[config.mk]
export PLATFORM = sky130hd
export DESIGN_NAME = gpio_bank
export DESIGN_NICKNAME = d
export VERILOG_FILES = /design/src/gpio_bank_pkg.sv /design/src/gpio_bank.sv
export SDC_FILE = /design/constraint.sdc
export NUM_CORES = 1
export LEC_CHECK = 0
export BUFFER_PORTS_ARGS = -buffer_cell sky130_fd_sc_hd__buf_4
export CELL_PAD_IN_SITES_DETAIL_PLACEMENT = 0
export CELL_PAD_IN_SITES_GLOBAL_PLACEMENT = 2
export CORE_MARGIN = 5
export CORE_UTILIZATION = 36
export DETAILED_ROUTE_END_ITERATION = 8
export GPL_ROUTABILITY_DRIVEN = 1
export PLACE_DENSITY = 0.87
export SETUP_SLACK_MARGIN = 0.02
export SLEW_MARGIN = 20
export SYNTH_ARGS = -nofsm -noshare
export SYNTH_HDL_FRONTEND = slang
export SYNTH_SLANG_ARGS = --single-unit
[constraint.sdc]
create_clock -name hclk -period 2 [get_ports hclk]
set_input_delay 0.1 -clock hclk [delete_from_list [all_inputs] [get_ports hclk]]
set_output_delay 0.1 -clock hclk [all_outputs]
set_load 0.005 [all_outputs]
[src/gpio_bank_pkg.sv]
package gpio_bank_pkg;
  // Bus geometry: each register takes one word, byte address is four times the index.
  localparam int          ADDR_W = 16;
  localparam int          IDX_W  = 14;
  localparam int          DATA_W = 32;
  localparam int          P0_W   = 4;
  localparam int          P1_W   = 8;
  localparam int          P2_W   = 3;
  localparam int          P3_W   = 8;
  localparam int          PIN_W  = P0_W + P1_W + P2_W + P3_W;
  // Field positions of the ports inside the joined pin vector.
  localparam int          P0_LSB = 0;
  localparam int          P1_LSB = 4;
  localparam int          P2_LSB = 12;
  localparam int          P3_LSB = 15;
  // Register indices; data reads return pins, latch views return the latch.
  localparam logic [13:0] IDX_P0_DATA  = 14'h1F70;
  localparam logic [13:0] IDX_P1_DATA  = 14'h1F71;
  localparam logic [13:0] IDX_P2_DATA  = 14'h1F72;
  localparam logic [13:0] IDX_P3_DATA  = 14'h1F73;
  localparam logic [13:0] IDX_P0_LATCH = 14'h1F74;
  localparam logic [13:0] IDX_P1_LATCH = 14'h1F75;
  localparam logic [13:0] IDX_P2_LATCH = 14'h1F76;
  localparam logic [13:0] IDX_P3_LATCH = 14'h1F77;
  localparam logic [13:0] IDX_P0_DIR   = 14'h1F78;
  localparam logic [13:0] IDX_P1_DIR   = 14'h1F79;
  localparam logic [13:0] IDX_P3_DIR   = 14'h1F7B;
  localparam logic [13:0] IDX_P0_OD    = 14'h1F80;
  localparam logic [13:0] IDX_P3_OD    = 14'h1F83;
  localparam logic [13:0] IDX_SYSCTL   = 14'h1F60;
  localparam logic [13:0] IDX_STATUS   = 14'h1F61;
  // Control and status bit positions.
  localparam int          KEEP_BIT = 0;
  localparam int          EXTI_BIT = 0;
  // Reset values and bus encodings.
  localparam logic [3:0]  P0_RST     = 4'h0;
  localparam logic [7:0]  P1_RST     = 8'h00;
  localparam logic [2:0]  P2_RST     = 3'h7;
  localparam logic [7:0]  P3_RST     = 8'h00;
  localparam logic [3:0]  P0_DIR_RST = 4'h0;
  localparam logic [7:0]  P1_DIR_RST = 8'h00;
  localparam logic [7:0]  P3_DIR_RST = 8'h00;
  localparam logic [3:0]  P0_OD_RST  = 4'h0;
  localparam logic [7:0]  P3_OD_RST  = 8'h00;
  localparam logic [1:0]  HTRANS_NONSEQ = 2'h2;
  localparam logic [1:0]  HRESP_OKAY    = 2'h0;
endpackage

[src/gpio_bank.sv]
`timescale 1ns/100ps
// Overview of operation
// - Output latches hold written value until rewritten.
// - Input reads return live pin level, uncaptured.
// - Pins sampled at read address phase.
// - Latches take written data at data phase end.
// - Read-modify-write reads return output latch contents.
// - All other port data reads return the pin level.
// - Port 0 direction resets to input.
// - Port 0 latch resets to zero.
// - Port 0 open-drain select resets to push-pull.
// - Port 1 direction and latch reset zero.
// - Port 2 latch resets to all ones.
// - Falling edge on port 2 bit 0 sets latch.
// - Port 2 bit 0 floats in stop mode.
// - Port 2 upper read bits read zero.
// - Port 2 modify reads latch, others pin.
// - Port 3 direction resets to input.
// - Port 3 latch resets to zero.
// - Port 3 open-drain select, one means open-drain.
// - Open-drain modify reads latch, others pin.
module gpio_bank (
  input  wire logic                            hclk,       // System clock.
  input  wire logic                            hresetn,    // Asynchronous reset, low.
  input  wire logic                            hsel,       // Slave select.
  input  wire logic [gpio_bank_pkg::ADDR_W-1:0] haddr,     // Byte address.
  input  wire logic [1:0]                      htrans,     // Transfer type.
  input  wire logic                            hwrite,     // Write when high.
  input  wire logic [2:0]                      hsize,      // Transfer size.
  input  wire logic [gpio_bank_pkg::DATA_W-1:0] hwdata,    // Write data.
  input  wire logic                            hready,     // Bus ready in.
  output logic                                 hreadyout,  // Always ready.
  output logic [1:0]                           hresp,      // Always OKAY.
  output logic [gpio_bank_pkg::DATA_W-1:0]     hrdata,     // Read data.
  input  wire logic                            stop_mode,  // Core is in stop mode.
  input  wire logic [gpio_bank_pkg::P0_W-1:0]  p0_in,      // Port 0 pin levels.
  output logic [gpio_bank_pkg::P0_W-1:0]       p0_out,     // Port 0 drive value.
  output logic [gpio_bank_pkg::P0_W-1:0]       p0_oe,      // Port 0 drive enable.
  input  wire logic [gpio_bank_pkg::P1_W-1:0]  p1_in,      // Port 1 pin levels.
  output logic [gpio_bank_pkg::P1_W-1:0]       p1_out,     // Port 1 drive value.
  output logic [gpio_bank_pkg::P1_W-1:0]       p1_oe,      // Port 1 drive enable.
  input  wire logic [gpio_bank_pkg::P2_W-1:0]  p2_in,      // Port 2 pin levels.
  output logic [gpio_bank_pkg::P2_W-1:0]       p2_out,     // Port 2 drive value.
  output logic [gpio_bank_pkg::P2_W-1:0]       p2_oe,      // Port 2 drive enable.
  input  wire logic [gpio_bank_pkg::P3_W-1:0]  p3_in,      // Port 3 pin levels.
  output logic [gpio_bank_pkg::P3_W-1:0]       p3_out,     // Port 3 drive value.
  output logic [gpio_bank_pkg::P3_W-1:0]       p3_oe,      // Port 3 drive enable.
  output logic                                 ext_int_flag // Interrupt latch of bit 0.
);
  import gpio_bank_pkg::*;

  logic [PIN_W-1:0] sync1;
  logic [PIN_W-1:0] sync2;
  logic [PIN_W-1:0] sync3;
  logic [PIN_W-1:0] pin_level;
  logic [PIN_W-1:0] next_pin_level;
  logic [P0_W-1:0]  port0_output_latch;
  logic [P1_W-1:0]  port1_output_latch;
  logic [P2_W-1:0]  port2_output_latch;
  logic [P3_W-1:0]  port3_output_latch;
  logic [P0_W-1:0]  port0_direction_reg;
  logic [P1_W-1:0]  port1_direction_reg;
  logic [P3_W-1:0]  port3_direction_reg;
  logic [P0_W-1:0]  port0_opendrain_select;
  logic [P3_W-1:0]  port3_opendrain_select;
  logic             stop_output_keep;
  logic             p2_bit0_prev;
  logic             fall_edge;
  logic             addr_take;
  logic             wr_pend;
  logic [IDX_W-1:0] addr_idx;
  logic [IDX_W-1:0] wr_idx;
  logic [DATA_W-1:0] next_rdata;
  logic             float_all;
  logic [7:0]       p0_en_full;

  // The index arithmetic assumes word-aligned registers fit the address bus.
  if (ADDR_W != IDX_W + 2) begin : bad_geometry
    $error("gpio_bank: address width must be index width plus two");
  end

  // True when the pending write in its data phase targets the given register.
  function automatic logic wr_hit(input logic pend, input logic [13:0] idx,
                                  input logic [13:0] reg_idx);
    wr_hit = pend && (idx == reg_idx);
  endfunction

  // Push-pull or open-drain enable: open-drain drives only a low level.
  function automatic logic [7:0] drive_en(input logic [7:0] dir, input logic [7:0] od,
                                          input logic [7:0] lat);
    drive_en = dir & ~(od & lat);
  endfunction

  // The slave never inserts wait states and never reports an error.
  assign hreadyout = 1'b1;
  assign hresp     = HRESP_OKAY;
  assign addr_take = hsel && hready && (htrans == HTRANS_NONSEQ);
  assign addr_idx  = haddr[ADDR_W-1:2];

  // Three-stage pin synchroniser; the first stage feeds only the second.
  always_ff @(posedge hclk or negedge hresetn) begin
    if (!hresetn) begin
      sync1 <= '0;
      sync2 <= '0;
      sync3 <= '0;
    end else begin
      sync1 <= {p3_in, p2_in, p1_in, p0_in};
      sync2 <= sync1;
      sync3 <= sync2;
    end
  end

  // A pin change counts only once stages two and three agree.
  always_comb begin
    next_pin_level = (~(sync2 ^ sync3) & sync3) | ((sync2 ^ sync3) & pin_level);
  end

  // Live pin image with no software capture latch behind it.
  always_ff @(posedge hclk or negedge hresetn) begin
    if (!hresetn) begin
      pin_level <= '0;
    end else begin
      pin_level <= next_pin_level;
    end
  end

  // Write address phase is held for the following data phase.
  always_ff @(posedge hclk or negedge hresetn) begin
    if (!hresetn) begin
      wr_pend <= 1'b0;
      wr_idx  <= '0;
    end else begin
      wr_pend <= addr_take && hwrite;
      wr_idx  <= addr_idx;
    end
  end

  // Port 0 latch; data and latch views both write it at data phase end.
  always_ff @(posedge hclk or negedge hresetn) begin
    if (!hresetn) begin
      port0_output_latch <= P0_RST;
    end else if (wr_hit(wr_pend, wr_idx, IDX_P0_DATA) ||
                 wr_hit(wr_pend, wr_idx, IDX_P0_LATCH)) begin
      port0_output_latch <= hwdata[P0_W-1:0];
    end
  end

  // Port 1 latch.
  always_ff @(posedge hclk or negedge hresetn) begin
    if (!hresetn) begin
      port1_output_latch <= P1_RST;
    end else if (wr_hit(wr_pend, wr_idx, IDX_P1_DATA) ||
                 wr_hit(wr_pend, wr_idx, IDX_P1_LATCH)) begin
      port1_output_latch <= hwdata[P1_W-1:0];
    end
  end

  // Port 2 latch starts high so its pins begin as inputs.
  always_ff @(posedge hclk or negedge hresetn) begin
    if (!hresetn) begin
      port2_output_latch <= P2_RST;
    end else if (wr_hit(wr_pend, wr_idx, IDX_P2_DATA) ||
                 wr_hit(wr_pend, wr_idx, IDX_P2_LATCH)) begin
      port2_output_latch <= hwdata[P2_W-1:0];
    end
  end

  // Port 3 latch.
  always_ff @(posedge hclk or negedge hresetn) begin
    if (!hresetn) begin
      port3_output_latch <= P3_RST;
    end else if (wr_hit(wr_pend, wr_idx, IDX_P3_DATA) ||
                 wr_hit(wr_pend, wr_idx, IDX_P3_LATCH)) begin
      port3_output_latch <= hwdata[P3_W-1:0];
    end
  end

  // Direction registers, all inputs after reset.
  always_ff @(posedge hclk or negedge hresetn) begin
    if (!hresetn) begin
      port0_direction_reg <= P0_DIR_RST;
      port1_direction_reg <= P1_DIR_RST;
      port3_direction_reg <= P3_DIR_RST;
    end else begin
      if (wr_hit(wr_pend, wr_idx, IDX_P0_DIR)) begin
        port0_direction_reg <= hwdata[P0_W-1:0];
      end
      if (wr_hit(wr_pend, wr_idx, IDX_P1_DIR)) begin
        port1_direction_reg <= hwdata[P1_W-1:0];
      end
      if (wr_hit(wr_pend, wr_idx, IDX_P3_DIR)) begin
        port3_direction_reg <= hwdata[P3_W-1:0];
      end
    end
  end

  // Open-drain selects, push-pull after reset.
  always_ff @(posedge hclk or negedge hresetn) begin
    if (!hresetn) begin
      port0_opendrain_select <= P0_OD_RST;
      port3_opendrain_select <= P3_OD_RST;
    end else begin
      if (wr_hit(wr_pend, wr_idx, IDX_P0_OD)) begin
        port0_opendrain_select <= hwdata[P0_W-1:0];
      end
      if (wr_hit(wr_pend, wr_idx, IDX_P3_OD)) begin
        port3_opendrain_select <= hwdata[P3_W-1:0];
      end
    end
  end

  // System control bit that keeps outputs other than port 2 bit 0 driven during stop mode.
  always_ff @(posedge hclk or negedge hresetn) begin
    if (!hresetn) begin
      stop_output_keep <= 1'b0;
    end else if (wr_hit(wr_pend, wr_idx, IDX_SYSCTL)) begin
      stop_output_keep <= hwdata[KEEP_BIT];
    end
  end

  // A falling edge on port 2 bit 0, driven or external, sets the latch.
  assign fall_edge = p2_bit0_prev && !pin_level[P2_LSB];

  always_ff @(posedge hclk or negedge hresetn) begin
    if (!hresetn) begin
      p2_bit0_prev <= 1'b0;
      ext_int_flag <= 1'b0;
    end else begin
      p2_bit0_prev <= pin_level[P2_LSB];
      if (fall_edge) begin
        ext_int_flag <= 1'b1;
      end else if (wr_hit(wr_pend, wr_idx, IDX_STATUS) && hwdata[EXTI_BIT]) begin
        ext_int_flag <= 1'b0;
      end
    end
  end

  // Read mux: data indices give pins, latch indices give the latch.
  always_comb begin
    next_rdata = '0;
    unique case (addr_idx)
      IDX_P0_DATA:  next_rdata[P0_W-1:0] = next_pin_level[P0_LSB +: P0_W];
      IDX_P1_DATA:  next_rdata[P1_W-1:0] = next_pin_level[P1_LSB +: P1_W];
      IDX_P2_DATA:  next_rdata[P2_W-1:0] = next_pin_level[P2_LSB +: P2_W];
      IDX_P3_DATA:  next_rdata[P3_W-1:0] = next_pin_level[P3_LSB +: P3_W];
      IDX_P0_LATCH: next_rdata[P0_W-1:0] = port0_output_latch;
      IDX_P1_LATCH: next_rdata[P1_W-1:0] = port1_output_latch;
      IDX_P2_LATCH: next_rdata[P2_W-1:0] = port2_output_latch;
      IDX_P3_LATCH: next_rdata[P3_W-1:0] = port3_output_latch;
      IDX_P0_DIR:   next_rdata[P0_W-1:0] = port0_direction_reg;
      IDX_P1_DIR:   next_rdata[P1_W-1:0] = port1_direction_reg;
      IDX_P3_DIR:   next_rdata[P3_W-1:0] = port3_direction_reg;
      IDX_P0_OD:    next_rdata[P0_W-1:0] = port0_opendrain_select;
      IDX_P3_OD:    next_rdata[P3_W-1:0] = port3_opendrain_select;
      IDX_SYSCTL:   next_rdata[KEEP_BIT] = stop_output_keep;
      IDX_STATUS:   next_rdata[EXTI_BIT] = ext_int_flag;
      default:      next_rdata = '0;
    endcase
  end

  // Read data is captured at the address phase edge; port 2 upper bits read zero.
  always_ff @(posedge hclk or negedge hresetn) begin
    if (!hresetn) begin
      hrdata <= '0;
    end else if (addr_take && !hwrite) begin
      hrdata <= next_rdata;
    end
  end

  // Drive values come straight from the latches.
  assign p0_out = port0_output_latch;
  assign p1_out = port1_output_latch;
  assign p2_out = port2_output_latch;
  assign p3_out = port3_output_latch;

  // Stop mode floats every pin unless the keep bit is set.
  assign float_all = stop_mode && !stop_output_keep;

  // Port 0 is padded to the byte width of the shared enable function.
  assign p0_en_full = drive_en({4'h0, port0_direction_reg}, {4'h0, port0_opendrain_select},
                               {4'h0, port0_output_latch});

  // Enables: direction gates the driver on ports 0, 1 and 3; open-drain drives only low.
  always_comb begin
    p0_oe = float_all ? '0 : p0_en_full[P0_W-1:0];
    p1_oe = float_all ? '0 : port1_direction_reg;
    p3_oe = float_all ? '0 : drive_en(port3_direction_reg, port3_opendrain_select,
                                      port3_output_latch);
    // Port 2 is a sink-only port: a latch of one releases the pin.
    p2_oe = float_all ? '0 : ~port2_output_latch;
    if (stop_mode) begin
      p2_oe[0] = 1'b0;
    end
  end
endmodule

==> out/metrics.csv <==
stage,metric,value,unit
floorplan,die outline area,0.0221,mm²
power,Net Sw Frac,0.248,
route,DRC,0,
power,Peak supply drop,0.000599,V
finish,final cell count without fillers,980,
synthesis,synthesis-stage register bit count,173,
global_route,overflow left after global routing,0,
sta,highest clock frequency the design can meet,488,MHz
finish,fraction of layout cells with a size suffix above 1,0.354,
power,combinational share of power,0.076,
run_status,failing checks,negative setup slack,
synthesis,area share of and/or/nand/nor cells after synthesis,0.127,
sta,transition time at the pin with the least slew margin,0.573,ns
sta,Worst Slack Setup Final,-0.0508,ns
synthesis,cell type with the largest total area after synthesis,sky130_fd_sc_hd__dfrtp_1,
route,Via density,4.93,
synthesis,leading cell type by number of instances after synthesis,sky130_fd_sc_hd__dfrtp_1,
synthesis,Synth Area in XOR/XNOR,0,
synthesis,"top cells by area, synth","sky130_fd_sc_hd__dfrtp_1 (61%), sky130_fd_sc_hd__mux2_2 (9.4%), sky130_fd_sc_hd__maj3_1 (3.2%)",
floorplan,floorplan die height,149,µm
critical_path,number of cells on the worst reg-to-reg path,5,
synthesis,cell count after synthesis,520,
route,detailed-routing iteration count for the pre-antenna-repair pass,4,
sta,worst-case headroom to the max-slew limit,0.618,
power,portion of total power attributed to sequential cells,0.491,
route,count of routing violations after the opening detailed-route iteration,323,
synthesis,post-synthesis sequential area ratio,0.625,
floorplan,total number of placement rows,50,
run_status,run status,finished with violations,
clocking,level count of the clock H-tree,4,
power,leakage power summed over all cells,0.00428,µW
critical_path,Reg2Reg Setup Slack,-0.05,ns
critical_path,startpoint class of the critical path,flop,
finish,Register Area,0.00433,mm²
power,part of the power in the clock network,0.433,
sta,final period demand of the worst path,2.05,ns
finish,# diodes,0,
clocking,total clock sinks,173,
synthesis,top cell type's share of synthesized area,0.614,
global_route,antenna violations before repair,0,
sta,count of endpoints failing setup in the final report,5,
global_route,largest net degree at the start of global routing,56,
finish,Multi-input gate area,0.00244,mm²
sta,maximum clock skew at final layout,0.00983,ns
placement,HPWL after detailed placement,13200,µm
synthesis,multiplexer fraction of the synthesized cell area,0.107,
synthesis,number of distinct library cells after synthesis,59,
floorplan,standard cell core area,0.0188,mm²
clocking,clock buffer count from CTS,17,
critical_path,maximum net fanout on the critical path,4,
floorplan,num ports,164,
clocking,clk root buf,sky130_fd_sc_hd__clkbuf_16,
placement,total instance count after detailed placement,898,
synthesis,Mapped Area,0.00693,mm²
placement,Port-buffer cells,107,
run,MaxCap Viol Count,0,
power,Cell Int Power,5740,µW
placement,routability congestion estimate,0.867,
synthesis,"Warnings, synthesis",0,
route,total wire length,18200,µm
sta,final cycle utilization of the critical path,1.03,
synthesis,primary flip-flop cell chosen by synthesis mapping,sky130_fd_sc_hd__dfrtp_1,
critical_path,"Data arrival, critical path",2.38,ns
critical_path,nature of the critical path endpoint,flop,
critical_path,CP required,2.33,ns
synthesis,most numerous cell types in the synthesized netlist,"sky130_fd_sc_hd__dfrtp_1 (170), sky130_fd_sc_hd__mux2_2 (58), sky130_fd_sc_hd__nand2_1 (39), sky130_fd_sc_hd__buf_4 (27), sky130_fd_sc_hd__maj3_1 (22)",
global_route,vias in the first global route,5023,
synthesis,Compound-Gate Fraction of Synth Area,0.0639,
synthesis,adder-cell share of the synthesized area,0.0318,
critical_path,end of the worst register-to-register path,port0_direction_reg[2]$_DFFE_PN0P_,
clocking,CTS tree,done,
finish,number of fill cells,1649,
route,Final ANT Viol Nets,0,
synthesis,number of enable flip-flop cells after synthesis,0,
sta,RSZ-0062 raised after global routing,true,
synthesis,proportion of synthesized flip-flops having asynchronous set or reset,1.00,
clocking,"CTS clk-pin slew, worst paths",0.08,ns
route,wire per inst,18.5,µm
clocking,maximum root-to-sink buffer count,2,
power,power per cell area,818,mW/mm²
global_route,global-route wire length before repair,28300,µm
floorplan,initial core utilization,0.368,
sta,final hold vios,0,
critical_path,Setup CP Type,reg2reg,
synthesis,largest family of logic cells by synthesized area,simple AND/OR/NAND/NOR gates,
route,number of vias after detailed routing,4827,
floorplan,die width,149,µm
finish,core utilization of the finished layout,0.496,
clocking,Skew-Pair Late Insertion Delay,0.44,ns
min_path,HP Class,in2async,
synthesis,post-synthesis average cell area,13.3,µm²
critical_path,start of the worst register-to-register path,wr_idx[13]$_DFF_PN0_,
global_route,Tot GR Track Use,0.167,
power,net switching component of the power,1900,µW
critical_path,crit path from,wr_idx[13]$_DFF_PN0_,
sta,max-slew violation count,0,
finish,final net count,789,
finish,area grow syn2layout,34.6,%
critical_path,Worst Setup EP,port0_direction_reg[2]$_DFFE_PN0P_,
critical path, cell delays in order, from the launching register on:
cell,delay (ns)
sky130_fd_sc_hd__dfrtp_1,0.36
sky130_fd_sc_hd__and4b_1,0.28
sky130_fd_sc_hd__nand4_1,0.16
sky130_fd_sc_hd__or3b_4,0.44
sky130_fd_sc_hd__or3_4,0.40
sky130_fd_sc_hd__mux2_4,0.31
worst min-delay path by stage:
stage / from / endpoint / cells after the start
2_1_floorplan: hresetn / ext_int_flag$_DFFE_PN0P_ / 0
3_3_place_gp: hresetn / sync2[21]$_DFF_PN0_ / 1
3_5_place_dp: hresetn / sync2[21]$_DFF_PN0_ / 1
4_1_cts: hresetn / sync2[21]$_DFF_PN0_ / 2
5_1_grt: hresetn / port3_direction_reg[6]$_DFFE_PN0P_ / 2
6_report: hresetn / port3_direction_reg[6]$_DFFE_PN0P_ / 2
routing by layer:
metal,GRT usage,routed length (µm),vias to the layer above
met5,0,0,-
met4,0.0540,256,0
met3,0.0413,1190,19
met2,0.267,8760,153
met1,0.226,7950,2463
li1,-,-,2192
cells by family (layout without fill, tap and decap cells):
group,count (synthesis),count (layout)
flip-flops,173,173
AND/OR/NAND/NOR,151,151
multiplexers,65,65
AO/OA/AOI/OAI,59,59
buffers and inverters,48,223
adder cells (fa/ha/maj),22,22
other,2,27
cell type report:
type,count,area share
clock buffer,17,0.0456
tap,260,0.0349
sequential,173,0.464
clock inverter,15,0.0184
timing repair buffer,187,0.173
inverter,4,0.00161
multi-input combinational,324,0.262
what timing repair did:
item	in CTS	in global routing
resized for setup	0	20
endpoints found under the hold margin	142	0
hold buffers	48	0
pin swaps	0	2
setup endpoints to repair	24	43
buffers inserted	0	2
per-stage QoR:
stage | cell area (µm²) | power (µW) | setup TNS, ns | hold slack [ns] | setup WS (ns)
finish | 9330 | 7630 | -0.187 | 0.189 | -0.0508
global route | 9330 | 7940 | -1.19 | 0.247 | -0.0753
CTS | 9250 | 7710 | -0.538 | 0.199 | -0.0523
detailed placement | 8170 | 4310 | -0.166 | 0.110 | -0.0216
global placement | 8170 | 4290 | -0.122 | 0.0963 | -0.0124
floorplan | 7030 | 4020 | 0 | -0.196 | 0.120
cell usage in the layout, fill, tap and decap left out, types with 4 or more instances in the layout:
cell type | synthesis | routed
sky130_fd_sc_hd__dfrtp_1 | 170 | 170
sky130_fd_sc_hd__buf_4 | 27 | 129
sky130_fd_sc_hd__mux2_2 | 58 | 50
sky130_fd_sc_hd__dlygate4sd3_1 | 0 | 48
sky130_fd_sc_hd__nand2_1 | 39 | 39
sky130_fd_sc_hd__conb_1 | 2 | 27
sky130_fd_sc_hd__maj3_1 | 22 | 22
sky130_fd_sc_hd__clkbuf_16 | 0 | 17
sky130_fd_sc_hd__nor2_1 | 15 | 14
sky130_fd_sc_hd__and3_1 | 14 | 14
sky130_fd_sc_hd__nand3_1 | 14 | 14
sky130_fd_sc_hd__mux2_4 | 4 | 12
sky130_fd_sc_hd__o21ai_0 | 13 | 10
sky130_fd_sc_hd__and2_1 | 10 | 10
sky130_fd_sc_hd__a22o_1 | 10 | 10
sky130_fd_sc_hd__a32oi_1 | 9 | 9
sky130_fd_sc_hd__nor2b_1 | 7 | 7
sky130_fd_sc_hd__nand2b_1 | 7 | 7
sky130_fd_sc_hd__buf_12 | 0 | 6
sky130_fd_sc_hd__and3b_1 | 5 | 5
sky130_fd_sc_hd__nor4_1 | 5 | 5
sky130_fd_sc_hd__nor3_1 | 5 | 5
sky130_fd_sc_hd__a31oi_1 | 5 | 5
sky130_fd_sc_hd__inv_8 | 0 | 5
sky130_fd_sc_hd__inv_6 | 0 | 5
sky130_fd_sc_hd__inv_1 | 4 | 4
sky130_fd_sc_hd__and4b_1 | 4 | 4
sky130_fd_sc_hd__nor2_2 | 5 | 4
sky130_fd_sc_hd__a221oi_1 | 4 | 4
sky130_fd_sc_hd__a21oi_1 | 4 | 4
power by group through the flow:
| stage | sequential [µW] | clock, µW | combinational, µW |
|---|---|---|---|
| global route | 3760 | 3540 | 638 |
| CTS | 3750 | 3380 | 578 |
| global placement | 3800 | 0 | 491 |
| detailed placement | 3810 | 0 | 499 |
| finish | 3750 | 3310 | 579 |
| floorplan | 3780 | 0 | 243 |
Note: power is estimated with default switching activity, not from simulation.
